File: src/core/addr_gen_pkg.sv
// constants and types shared by the direct and absolute address generator
package addr_gen_pkg;
  localparam int data_addr_width = 23;
  localparam int local_width = 16;
  localparam int page_width = 7;
  localparam int offset_width = 7;
  localparam int io_addr_width = 16;
  localparam int periph_page_width = 9;
  localparam int bit_index_width = 6;
  localparam int max_reg_bit = 39;
  localparam int status_select_bit = 14;
  localparam logic [page_width-1:0] page_zero = 7'h00;
  localparam logic [local_width-1:0] local_zero = 16'h0000;
  localparam logic [data_addr_width-1:0] data_addr_reset = 23'h000000;
  localparam logic [io_addr_width-1:0] io_addr_reset = 16'h0000;
  localparam logic [data_addr_width-1:0] aux_register_zero_addr = 23'h000010;

  // one-hot operand modes from the decoder
  typedef enum logic [5:0] {
    mode_none = 6'b000001,
    mode_abs23 = 6'b000010,
    mode_io_abs = 6'b000100,
    mode_direct = 6'b001000,
    mode_reg_bit = 6'b010000,
    mode_periph = 6'b100000
  } mode_type;

  // one-hot access space indication
  typedef enum logic [2:0] {
    space_none = 3'b001,
    space_data = 3'b010,
    space_io = 3'b100
  } space_type;
endpackage : addr_gen_pkg

File: src/core/direct_absolute_addr_gen.sv
// operand address generator for absolute and direct modes
`timescale 1ns/1ns
`default_nettype none
module direct_absolute_addr_gen
  import addr_gen_pkg::*;
#(
  parameter int off_w = offset_width,
  parameter int pp_w = periph_page_width
) (
  input wire logic mclk,
  input wire logic rstn,
  // operand request from the decoder
  input wire logic resolve,
  input wire mode_type mode,
  input wire logic paired,
  input wire logic mapped_qualifier,
  input wire logic two_bits,
  input wire logic [data_addr_width-1:0] full_address_constant,
  input wire logic [io_addr_width-1:0] short_constant_operand,
  input wire logic [off_w-1:0] direct_offset,
  // status register one, select bit only is used
  input wire logic [15:0] status_register_one,
  // page pointer and stack pointer loads
  input wire logic load_page_high,
  input wire logic load_page_start,
  input wire logic [page_width-1:0] page_high_in,
  input wire logic [local_width-1:0] page_start_in,
  input wire logic [page_width-1:0] stack_page_high_in,
  input wire logic load_stack_page_high,
  input wire logic [local_width-1:0] stack_pointer_in,
  input wire logic load_stack_pointer,
  input wire logic [pp_w-1:0] periph_page_in,
  input wire logic load_periph_page,
  // results
  output logic addr_valid,
  output space_type access_space,
  output logic [data_addr_width-1:0] data_addr,
  output logic [io_addr_width-1:0] io_addr,
  output logic bit_access,
  output logic [bit_index_width-1:0] bit_index,
  output logic bit_pair,
  output logic pairing_error,
  output logic [data_addr_width-1:0] extended_page_pointer
);
  initial
  begin
    if (off_w != offset_width || pp_w + off_w != io_addr_width)
      $error("offset or peripheral page width unsupported");
  end

  logic [page_width-1:0] main_page_high_reg;
  logic [local_width-1:0] local_page_start_reg;
  logic [page_width-1:0] stack_page_high_reg;
  logic [local_width-1:0] data_stack_pointer_reg;
  logic [pp_w-1:0] peripheral_page_reg;

  logic addr_valid_next;
  space_type access_space_next;
  logic [data_addr_width-1:0] data_addr_next;
  logic [io_addr_width-1:0] io_addr_next;
  logic bit_access_next;
  logic [bit_index_width-1:0] bit_index_next;
  logic bit_pair_next;
  logic pairing_error_next;

  // pointer registers; each part of the extended pointer loads alone or together
  always_ff @(posedge mclk or negedge rstn)
  begin
    if (!rstn)
    begin
      main_page_high_reg <= page_zero;
      local_page_start_reg <= local_zero;
      stack_page_high_reg <= page_zero;
      data_stack_pointer_reg <= local_zero;
      peripheral_page_reg <= '0;
    end
    else
    begin
      if (load_page_high)
        main_page_high_reg <= page_high_in;
      if (load_page_start)
        local_page_start_reg <= page_start_in;
      if (load_stack_page_high)
        stack_page_high_reg <= stack_page_high_in;
      if (load_stack_pointer)
        data_stack_pointer_reg <= stack_pointer_in;
      if (load_periph_page)
        peripheral_page_reg <= periph_page_in;
    end
  end

  // mode decode
  wire direct_mode_select_bit = status_register_one[status_select_bit];
  wire is_direct = (mode == mode_direct);
  wire use_stack = is_direct && direct_mode_select_bit && !mapped_qualifier;
  wire use_page = is_direct && (!direct_mode_select_bit || mapped_qualifier);

  // mapped qualifier behaves as if both page parts were zero
  wire [page_width-1:0] eff_page_high = mapped_qualifier ? page_zero : main_page_high_reg;
  wire [local_width-1:0] eff_page_start = mapped_qualifier ? local_zero : local_page_start_reg;

  wire [local_width-1:0] page_local;
  wire [local_width-1:0] stack_local;
  wire [io_addr_width-1:0] periph_addr;

  // page direct low half; no alignment on the start value
  page_offset_adder #(.base_width(local_width), .off_width(off_w)) page_sum (
    .base(eff_page_start),
    .offset(direct_offset),
    .sum(page_local)
  );

  // stack direct low half, offset 0 to 127
  page_offset_adder #(.base_width(local_width), .off_width(off_w)) stack_sum (
    .base(data_stack_pointer_reg),
    .offset(direct_offset),
    .sum(stack_local)
  );

  // peripheral page direct, same regardless of select bit
  periph_io_addr #(.pp_width(pp_w), .off_width(off_w)) periph (
    .page(peripheral_page_reg),
    .offset(direct_offset),
    .io_addr(periph_addr)
  );

  // full 23-bit addresses for both direct flavours; page bits on top, local below
  wire [data_addr_width-1:0] page_direct_addr = {eff_page_high, page_local};
  wire [data_addr_width-1:0] stack_direct_addr = {stack_page_high_reg, stack_local};
  // bit offset used as bit number, refused when the access runs past bit 39 of the widest register
  wire bit_in_range = (32'(direct_offset) + (two_bits ? 32'd1 : 32'd0)) <= 32'(max_reg_bit);
  wire [bit_index_width-1:0] bit_from_offset = bit_index_width'(direct_offset);

  // output selection; one result per resolve, registered for the next cycle
  always_comb
  begin
    addr_valid_next = resolve && (mode != mode_none);
    access_space_next = space_none;
    data_addr_next = data_addr;
    io_addr_next = io_addr;
    bit_access_next = 1'b0;
    bit_index_next = bit_index;
    bit_pair_next = 1'b0;
    pairing_error_next = 1'b0;
    if (resolve)
    begin
      case (mode)
        mode_abs23:
        begin
          access_space_next = space_data;
          data_addr_next = full_address_constant;
          pairing_error_next = paired;
        end
        mode_io_abs:
        begin
          access_space_next = space_io;
          io_addr_next = short_constant_operand;
          pairing_error_next = paired;
        end
        mode_direct:
        begin
          access_space_next = space_data;
          if (use_stack)
            data_addr_next = stack_direct_addr;
          else if (use_page)
            data_addr_next = page_direct_addr;
          else
            data_addr_next = data_addr;
        end
        mode_reg_bit:
        begin
          access_space_next = space_none;
          addr_valid_next = bit_in_range;
          bit_access_next = bit_in_range;
          bit_index_next = bit_from_offset;
          bit_pair_next = two_bits && bit_in_range;
        end
        mode_periph:
        begin
          access_space_next = space_io;
          io_addr_next = periph_addr;
        end
        mode_none:
        begin
          access_space_next = space_none;
        end
        default:
        begin
          addr_valid_next = 1'b0;
        end
      endcase
    end
  end

  // result registers
  always_ff @(posedge mclk or negedge rstn)
  begin
    if (!rstn)
    begin
      addr_valid <= 1'b0;
      access_space <= space_none;
      data_addr <= data_addr_reset;
      io_addr <= io_addr_reset;
      bit_access <= 1'b0;
      bit_index <= '0;
      bit_pair <= 1'b0;
      pairing_error <= 1'b0;
      extended_page_pointer <= data_addr_reset;
    end
    else
    begin
      addr_valid <= addr_valid_next;
      access_space <= access_space_next;
      data_addr <= data_addr_next;
      io_addr <= io_addr_next;
      bit_access <= bit_access_next;
      bit_index <= bit_index_next;
      bit_pair <= bit_pair_next;
      pairing_error <= pairing_error_next;
      extended_page_pointer <= {main_page_high_reg, local_page_start_reg};
    end
  end

  // checks
  a_abs23_passthru: assert property (@(posedge mclk) disable iff (!rstn)
    resolve && mode == mode_abs23 |=> data_addr == $past(full_address_constant) && access_space == space_data)
    else $error("23-bit constant not driven unchanged");

  a_io_abs_addr: assert property (@(posedge mclk) disable iff (!rstn)
    resolve && mode == mode_io_abs |=> io_addr == $past(short_constant_operand) && access_space == space_io)
    else $error("i/o absolute address wrong");

  a_io_abs_pair: assert property (@(posedge mclk) disable iff (!rstn)
    resolve && mode == mode_io_abs && paired |=> pairing_error)
    else $error("paired extension instruction not flagged");

  a_page_direct: assert property (@(posedge mclk) disable iff (!rstn)
    resolve && mode == mode_direct && !status_register_one[status_select_bit] && !mapped_qualifier
    |=> data_addr == {$past(main_page_high_reg), 16'($past(local_page_start_reg) + 16'($past(direct_offset)))})
    else $error("page direct address wrong");

  a_stack_direct: assert property (@(posedge mclk) disable iff (!rstn)
    resolve && mode == mode_direct && status_register_one[status_select_bit] && !mapped_qualifier
    |=> data_addr[15:0] == 16'($past(data_stack_pointer_reg) + 16'($past(direct_offset)))
    && data_addr[22:16] == $past(stack_page_high_reg))
    else $error("stack direct address wrong");

  a_mapped_zero: assert property (@(posedge mclk) disable iff (!rstn)
    resolve && mode == mode_direct && mapped_qualifier |=> data_addr == 23'($past(direct_offset)))
    else $error("mapped qualifier did not force page zero");

  a_periph_addr: assert property (@(posedge mclk) disable iff (!rstn)
    resolve && mode == mode_periph |=> io_addr == {$past(peripheral_page_reg), $past(direct_offset)}
    && access_space == space_io)
    else $error("peripheral page address wrong");

  a_bit_index: assert property (@(posedge mclk) disable iff (!rstn)
    resolve && mode == mode_reg_bit && !two_bits && direct_offset <= off_w'(max_reg_bit)
    |=> bit_access && bit_index == bit_index_width'($past(direct_offset)))
    else $error("bit offset not used as bit number");

  a_ext_ptr_load: assert property (@(posedge mclk) disable iff (!rstn)
    load_page_high && load_page_start ##1 !load_page_high && !load_page_start
    |=> extended_page_pointer == {$past(page_high_in, 2), $past(page_start_in, 2)})
    else $error("extended page pointer load wrong");

  a_aux_zero_map: assert property (@(posedge mclk) disable iff (!rstn)
    resolve && mode == mode_direct && mapped_qualifier && direct_offset == off_w'(aux_register_zero_addr)
    |=> data_addr == aux_register_zero_addr)
    else $error("mapped aux register zero address wrong");

  a_direct_space: assert property (@(posedge mclk) disable iff (!rstn)
    resolve && mode == mode_direct |=> addr_valid && access_space == space_data)
    else $error("direct address not presented with data space");

  a_bit_pair: assert property (@(posedge mclk) disable iff (!rstn)
    resolve && mode == mode_reg_bit && two_bits && direct_offset < off_w'(max_reg_bit)
    |=> bit_access && bit_pair)
    else $error("two-bit access not flagged");

  a_bit_refused: assert property (@(posedge mclk) disable iff (!rstn)
    resolve && mode == mode_reg_bit && direct_offset > off_w'(max_reg_bit) |=> !addr_valid && !bit_access)
    else $error("out-of-range bit access not refused");
endmodule : direct_absolute_addr_gen
`default_nettype wire

File: src/core/page_offset_adder.sv
// page-relative adder: base plus 7-bit offset, carry dropped
`timescale 1ns/1ns
`default_nettype none
module page_offset_adder
  import addr_gen_pkg::*;
#(
  parameter int base_width = 16,
  parameter int off_width = 7
) (
  input wire logic [base_width-1:0] base,
  input wire logic [off_width-1:0] offset,
  output logic [base_width-1:0] sum
);
  initial
  begin
    if (off_width > base_width)
      $error("offset wider than base");
  end

  // wraps inside the page, no carry into the page bits
  assign sum = base + base_width'(offset);
endmodule : page_offset_adder
`default_nettype wire

File: src/core/periph_io_addr.sv
// peripheral page plus offset into a 16-bit i/o address
`timescale 1ns/1ns
`default_nettype none
module periph_io_addr
  import addr_gen_pkg::*;
#(
  parameter int pp_width = 9,
  parameter int off_width = 7
) (
  input wire logic [pp_width-1:0] page,
  input wire logic [off_width-1:0] offset,
  output logic [pp_width+off_width-1:0] io_addr
);
  // 512 pages of 128 words, page bits on top
  assign io_addr = {page, offset};
endmodule : periph_io_addr
`default_nettype wire

File: config.mk
export PLATFORM = sky130hd
export DESIGN_NAME = direct_absolute_addr_gen
export DESIGN_NICKNAME = d
export VERILOG_FILES = /design/src/core/addr_gen_pkg.sv /design/src/core/direct_absolute_addr_gen.sv /design/src/core/page_offset_adder.sv /design/src/core/periph_io_addr.sv
export SDC_FILE = /design/constraint.sdc
export NUM_CORES = 1
export LEC_CHECK = 0
export BUFFER_PORTS_ARGS = -buffer_cell sky130_fd_sc_hd__buf_2
export CORE_MARGIN = 2
export CORE_UTILIZATION = 54
export CTS_CLUSTER_SIZE = 28
export DETAILED_ROUTE_END_ITERATION = 10
export PLACE_DENSITY_LB_ADDON = 0.12
export SLEW_MARGIN = 20
export SYNTH_ARGS = -nofsm -noshare
export SYNTH_HDL_FRONTEND = slang
export SYNTH_SLANG_ARGS = --single-unit
File: constraint.sdc
create_clock -name mclk -period 5.15 [get_ports mclk]
set_clock_uncertainty 0.05 [all_clocks]
set_input_delay 0.2575 -clock mclk [delete_from_list [all_inputs] [get_ports mclk]]
set_output_delay 0.2575 -clock mclk [all_outputs]
set_load 0.1 [all_outputs]
==> run_results.csv, run 1 <==
group,metric,value,unit
sta,tightest_slew,916,ps
detailed_routing,num_vias,5084,
cells_and_area,final_cell_count_no_fill,942,
placed_design,gp_congestion,0.850,
sta,hold_slack,2.07,ps
detailed_routing,ant_nets,0,
power_and_ir_drop,ir_drop,0.405,mV
floorplanning,fp.coreArea,0.0107,sq mm
sta,drv_slew,0,
synth,syn-num-nets,658,
detailed_routing,drcViolationCount,0,
detailed_routing,drt_iter0_drc,199,
run,cap_violations,0,
global_routing,grt_pass1_wl,25.6,mm
setup_path,cp.required,5480,ps
setup_path,crit_chain,"buf_2, or3b_1, nor3_2, buf_4, o21ai_0, ha_1, o211ai_1, o211ai_1, o211ai_1, a211oi_2, xnor2_1, o211ai_1",
cells_and_area,final-seq-area,0.00325,sq mm
sta,period_minus_slack,3060,ps
power_and_ir_drop,power_density,432,mW/mm^2
cts,path_clk_slew,60,ps
synth,synth_flop_cell,"dfrtp_1",
floorplanning,dieHeight,109,microns
cts,clockRootBuffer,"clkbuf_8",
setup_path,cp_slowest_cell,"or3b_1",
min_path,min_path_type,"in2reg",
cts,cts_tree,"yes",
setup_path,arrival,3390,ps
setup_path,crit_top_cell,"o211ai_1",
cts,cts_buffers,17,
global_routing,grtUsageTotal,28.9,%
outcome,status,"finished clean",
cts,cts-htree-levels,4,
placed_design,io_buffers,193,
cells_and_area,nets,933,
detailed_routing,wire_per_inst,17.4,microns
cts,clkSinkCount,130,
synth,seq_area_frac_synth,55.0,%
cells_and_area,multi_input_area,0.00251,sq mm
synth,syn_area,0.00592,sq mm
cts,cts_setup_buffers,0,
detailed_routing,routed_wl,16.4,mm
cells_and_area,finalInstanceArea,0.00847,sq mm
setup_path,critPathKind,"in2reg",
setup_path,cpPeakStageDelay,520,ps
setup_path,cp-start-kind,"input pin",
synth,yosysUniqueCellTypes,51,
floorplanning,io_pins,209,
cts,insertion_delay,520,ps
sta,fin_crit_sh,59.4,%
synth,postSynthAreaPerCell,11.5,sq um
floorplanning,die_width,109,microns
synth,synth_edf_count,0,
cells_and_area,largest_registers,"data_addr (23), extended_page_pointer (23)",
cells_and_area,drive_gt1_share,37.2,%
sta,setup_violations,0,
synth,async_flop_share,100,%
placed_design,place_area,0.00696,sq mm
placed_design,hpwl,10.6,mm
floorplanning,die_area,0.0118,sq mm
detailed_routing,dr.pass1.iters,5,
sta,fmax,327,MHz
floorplanning,row_count,38,
setup_path,cp_max_fo,20,
synth,synthCells,513,
floorplanning,start_util,55.1,%
placed_design,dp_cells,821,
sta,slew_headroom,38.9,%
synth,synth-seq-cells,130,
synth,yosysWarningCount,0,
sta,hold_viol,0,
global_routing,grt_pass1_vias,5212,
sta,grt_setup_unrepaired,"false",
cells_and_area,syn2layout_area_growth,43.2,%
global_routing,antenna_found_initial,1,
cells_and_area,fillers,675,
global_routing,grt_max_degree,74,
power_and_ir_drop,cellLeakagePower,0.00414,uW
setup_path,end_kind,"flop",
cts,ctsLongestPathBuffers,2,
detailed_routing,via_per_inst,5.40,
global_routing,globalRouteOverflowTotal,0,
sta,finalSetupTns,0,ps
-- metal layers --
metal / vias up / track usage [%] / wire, microns / part of all wire, %
met4: 0 / 11.1 / 347 / 2.1
met1: 2497 / 34.5 / 6630 / 40
met2: 177 / 50.4 / 8460 / 52
li1: 2383 / - / - / -
met3: 27 / 7.11 / 973 / 5.9
met5: - / 0 / 0 / 0
-- area by class of cell --
cell class              instances  area share, %
clock inverters                10           2.14
diodes                          1         0.0295
multi-input cells             349           29.7
inverters                       4          0.177
well taps                     140           2.07
repair buffers                286           22.3
flip-flops and latches        130           38.4
clock buffers                  22           5.23
-- Yosys cell counts, types with 2 or more instances --
library cell / instances / share of area [%]
mux2i_1: 29 / 4.9
nand2_1: 62 / 3.9
dfrtp_1: 129 / 55
nor2_1: 17 / 1.1
nand3_1: 12 / 1.0
o211ai_1: 11 / 1.4
o21ai_0: 44 / 3.7
inv_1: 3 / 0.19
ha_1: 10 / 2.1
and3_1: 2 / 0.21
a21o_1: 4 / 0.51
buf_2: 4 / 0.34
a211oi_1: 3 / 0.38
nor2b_1: 2 / 0.21
nor3_1: 9 / 0.76
buf_4: 3 / 0.38
nand4_1: 9 / 0.95
clkbuf_1: 22 / 1.4
a21oi_1: 26 / 2.2
xnor2_1: 9 / 1.3
a31oi_1: 3 / 0.32
xor2_1: 8 / 1.2
mux2_2: 60 / 11
nor3b_1: 2 / 0.25
nor3_2: 2 / 0.34
nand4b_1: 3 / 0.44
-- worst paths after layout --
check / start / endpoint / slack, ps / cells past startpoint
setup / recovery: status_register_one[14] / data_addr[15]$_DFFE_PN0P_ / 2090 / 12
min in group asynchronous: rstn / io_addr[9]$_DFFE_PN0P_ / 340 / 2
max in group asynchronous: rstn / peripheral_page_reg[8]$_DFFE_PN0P_ / 3390 / 3
hold reg to reg: main_page_high_reg[5]$_DFFE_PN0P_ / extended_page_pointer[21]$_DFF_PN0_ / 350 / 0
hold / removal: short_constant_operand[7] / io_addr[7]$_DFFE_PN0P_ / 2 / 3
setup reg to reg: local_page_start_reg[4]$_DFFE_PN0P_ / data_addr[15]$_DFFE_PN0P_ / 2580 / 9
-- worst max-delay path, delay by kind of cell --
kind | cells | cell delay, ps
AO/OA/AOI/OAI | 6 | 1420
XOR/XNOR | 1 | 160
adder cells (fa/ha/maj) | 1 | 380
buffers and inverters | 2 | 510
AND/OR/NAND/NOR | 2 | 660
-- cells by family (layout without fill, tap and decap cells) --
logic type,count (synthesis),count (layout),share of synthesized area [%]
xor+xnor,17,17,2.52
fa+ha+maj,11,11,2.45
compound gates,100,100,9.94
simple gates,132,132,11.2
mux,89,89,16.3
other cells,0,1,0
flops,130,130,55.0
buf+inv,34,322,2.56
-- per-stage QoR --
| step | total power, uW | util (%) | worst slack, ps |
|---|---|---|---|
| final | 3660 | 78.9 | 2090 |
| after detailed placement | 2340 | 64.8 | 1620 |
| after global placement | 2320 | 64.8 | 1650 |
| after floorplan | 2110 | - | 1850 |
| after global routing | 3780 | 78.8 | 1830 |
| after CTS | 3670 | 78.7 | 2150 |
-- power breakdown --
group | internal [uW] | leakage [uW] | switching, uW | total [uW]
clock | 846 | 0.000303 | 432 | 1280
combinational | 250 | 0.00225 | 899 | 1150
sequential | 1160 | 0.00159 | 78.1 | 1230
total | 2250 | 0.00414 | 1410 | 3660
-- layout by cell type (no fill, tap or decap), drive strengths merged, types with 12 or more instances in the layout --
cell,count
buf,199
o21ai,44
nand3,12
dfrtp,129
a21oi,26
mux2,60
clkbuf,22
nor2,17
dlygate4sd3,87
mux2i,29
nand2,62
-- repair_timing --
item / 4_1_cts / 5_1_grt
hold buffers: 87 / 0
endpoints found under the hold margin: 157 / 0
gates resized for setup: 0 / 0
Power figures use the tool's default switching activity.
==> run 2, diff against run 1 <==
--- a/config.mk
+++ b/config.mk
@@ -5,9 +5,10 @@
 export SDC_FILE = /design/constraint.sdc
 export NUM_CORES = 1
 export LEC_CHECK = 0
+export ABC_AREA = 1
 export BUFFER_PORTS_ARGS = -buffer_cell sky130_fd_sc_hd__buf_2
 export CORE_MARGIN = 2
-export CORE_UTILIZATION = 54
+export CORE_UTILIZATION = 45
 export CTS_CLUSTER_SIZE = 28
 export DETAILED_ROUTE_END_ITERATION = 10
 export PLACE_DENSITY_LB_ADDON = 0.12
==> constraint.sdc (replaced) <==
create_clock -name mclk -period 2.5 [get_ports mclk]
set_clock_uncertainty 0.05 [all_clocks]
set_input_delay 0.125 -clock mclk [delete_from_list [all_inputs] [get_ports mclk]]
set_output_delay 0.125 -clock mclk [all_outputs]
set_load 0.1 [all_outputs]
==> run 2 against run 1 <==
  * Final cell count grew 18%
  * Sequential power is 110% higher
  * First-iteration DRC count rose by 110%
  * Largest cell class unchanged
  * Non-clock buffer count is 20 higher
  * Largest power group is now combinational cells
==> run_results.csv, run 2 <==
group,metric,value,unit
sta,finalWorstSetupSlack,250,ps
setup_path,arrival,2500,ps
synth,synth_top_area_share,54.8,%
cts,insertion_delay,410,ps
cells_and_area,syn2layout_area_growth,45.4,%
cts,cts_tree,"yes",
outcome,status,"finished clean",
min_path,min_path_type,"in2reg",
cts,ctsLongestPathBuffers,2,
sta,fin_crit_sh,90.0,%
floorplanning,io_pins,209,
synth,seq_area_frac_synth,55.3,%
synth,syn-num-nets,775,
sta,hold_viol,0,
cells_and_area,largest_registers,"data_addr (23), extended_page_pointer (23)",
detailed_routing,drt_iter0_drc,410,
detailed_routing,ant_nets,0,
setup_path,cp.required,2750,ps
sta,setup_violations,0,
synth,yosys.cell_count.top_type,"dfrtp_1",
synth,syn_area,0.00589,sq mm
synth,async_flop_share,100,%
cells_and_area,multi_input_area,0.00228,sq mm
setup_path,crit_chain,"nand3_1, o21ai_0, ha_2, nand2_1, nand2_1, nand3_1, nand3_1, nand2_1, nand2_1, nand2_1, nor2_4, nand2_1, nand2_1, nand3_1, nand2_1, nand2_1",
setup_path,end_kind,"flop",
floorplanning,row_count,41,
cts,cts-htree-levels,4,
setup_path,cp-start-kind,"flop",
cells_and_area,drive_gt1_share,30.7,%
global_routing,grt_pass1_wl,27.0,mm
cells_and_area,layout_commonest_cell,"buf_2",
setup_path,critPathKind,"reg2reg",
setup_path,cpPeakStageDelay,410,ps
synth,synth_flop_cell,"dfrtp_1",
cts,clockRootBuffer,"clkbuf_16",
synth,synthTopCellsByArea,"dfrtp_1 55%, nand2_1 7.1%, a21oi_1 5.3%",
cts,cts_buffers,17,
cts,clkSinkCount,130,
cells_and_area,nets,1070,
floorplanning,die_width,118,microns
placed_design,io_buffers,193,
floorplanning,die_area,0.0140,sq mm
setup_path,r2r_setup_slack,250,ps
detailed_routing,routed_wl,16.9,mm
power_and_ir_drop,power.total,7440,uW
floorplanning,start_util,46.3,%
setup_path,cp_slowest_cell,"dfrtp_1",
sta,period_minus_slack,2250,ps
sta,finalSetupTns,0,ps
power_and_ir_drop,ir_drop,0.602,mV
detailed_routing,num_vias,5508,
cells_and_area,finalInstanceArea,0.00856,sq mm
synth,yosysWarningCount,0,
power_and_ir_drop,power_density,869,mW/mm^2
synth,synthCells,630,
setup_path,critPathBufInv,0,
placed_design,place_area,0.00705,sq mm
cells_and_area,final-seq-area,0.00325,sq mm
placed_design,hpwl,11.2,mm
power_and_ir_drop,cellLeakagePower,0.00430,uW
sta,hold_slack,23.3,ps
detailed_routing,wire_per_inst,15.3,microns
sta,tightest_slew,640,ps
cells_and_area,layout_common_cells,"192 x buf_2, 129 x dfrtp_1, 111 x nand2_1, 96 x dlygate4sd3_1, 65 x nor2_1",
global_routing,grt_pass1_vias,5606,
sta,drv_slew,0,
detailed_routing,dr.pass1.iters,5,
detailed_routing,via_per_inst,4.97,
setup_path,crit_top_cell,"nand2_1",
synth,yosysUniqueCellTypes,37,
sta,slew_headroom,57.3,%
global_routing,globalRouteOverflowTotal,0,
sta,fmax,445,MHz
placed_design,gp_congestion,0.875,
setup_path,cp_max_fo,5,
synth,yosysTopAreaCell,"dfrtp_1",
global_routing,antenna_found_initial,0,
global_routing,grtUsageTotal,24.5,%
setup_path,critPathTopFamily,"simple AND/OR/NAND/NOR gates",
synth,synthTopCellsByCount,"129 x dfrtp_1, 111 x nand2_1, 65 x nor2_1",
floorplanning,fp.coreArea,0.0127,sq mm
run,cap_violations,0,
synth,postSynthAreaPerCell,9.35,sq um
global_routing,grt_max_degree,71,
floorplanning,dieHeight,118,microns
synth,synth_edf_count,0,
cts,path_clk_slew,50,ps
cells_and_area,fillers,1048,
synth,synth-seq-cells,130,
detailed_routing,drcViolationCount,0,
placed_design,place_ws,-43.5,ps
run 2: changes by cell type in the layout (fill, tap and decap cells not counted), moves of 10 or more:
| cell | previous run | this run |
|---|---|---|
| a21oi_1 | 26 | 62 |
| buf_4 | 6 | 16 |
| inv_1 | 3 | 50 |
| mux2_2 | 60 | 26 |
| mux2i_1 | 29 | 1 |
| nand2_1 | 61 | 111 |
| nand3_1 | 12 | 25 |
| nor2_1 | 17 | 65 |
run 2: cells by family (layout without fill, tap and decap cells):
family	after synthesis	count (layout)	share of synthesized area [%]
AOI/OAI and AO/OA	137	137	12.6
xor gates and xnor gates	5	5	0.744
adders and majority gates	11	11	2.46
buffers and inverters	84	389	5.97
DFF	130	130	55.3
muxes	27	27	5.14
other	0	1	0
and+or+nand+nor	236	236	17.8
run 2: final cells by class:
cell class,count,share of cell area [%]
clock buffer,24,5.86
antenna,1,0.0292
tap,172,2.51
sequential,130,38.0
inverter,54,2.37
clock inverter,5,0.336
multi-input combinational,416,26.7
timing repair buffer,306,24.2
run 2: worst paths after layout:
| path | startpoint | endpoint | depth (start not counted) |
|---|---|---|---|
| min in group asynchronous | rstn | main_page_high_reg[6]$_DFFE_PN0P_ | 2 |
| hold reg to reg | main_page_high_reg[4]$_DFFE_PN0P_ | extended_page_pointer[20]$_DFF_PN0_ | 0 |
| setup reg to reg | local_page_start_reg[3]$_DFFE_PN0P_ | data_addr[14]$_DFFE_PN0P_ | 16 |
| max in group asynchronous | rstn | data_addr[10]$_DFFE_PN0P_ | 3 |
| setup / recovery | local_page_start_reg[3]$_DFFE_PN0P_ | data_addr[14]$_DFFE_PN0P_ | 16 |
| hold / removal | direct_offset[2] | bit_index[2]$_DFFE_PN0P_ | 3 |
run 2: repair_timing:
action / 4_1_cts / 5_1_grt
resized for setup: 0 / 1
endpoints found under the setup margin: 0 / 2
buffers inserted: 0 / 2
endpoints found under the hold margin: 162 / 0
hold buffers: 96 / 0
run 2: tightest hold or removal path, cell delays in order:
cell and delay, ps:
buf_2 130, inv_1 80, o21ai_0 90
run 2: where the power goes:
group	switching (uW)	internal [uW]
clock	833	1370
sequential	152	2410
combinational	2130	541
total	3120	4320
run 2: per-layer routing:
metal	vias to the layer above	track usage, %	part of all wire (%)
li1	2679	-	-
met1	2602	28.6	41
met2	202	43.6	52
met3	25	6.27	5.4
met4	0	8.41	1.7
met5	-	0	0
run 2: through the flow:
stage                     instances  utilization (%)
after floorplan                 630                -
after global placement          980             55.4
after detailed placement        980             55.4
after CTS                      1105             67.2
after global routing           1107             67.3
final                          1108             67.3
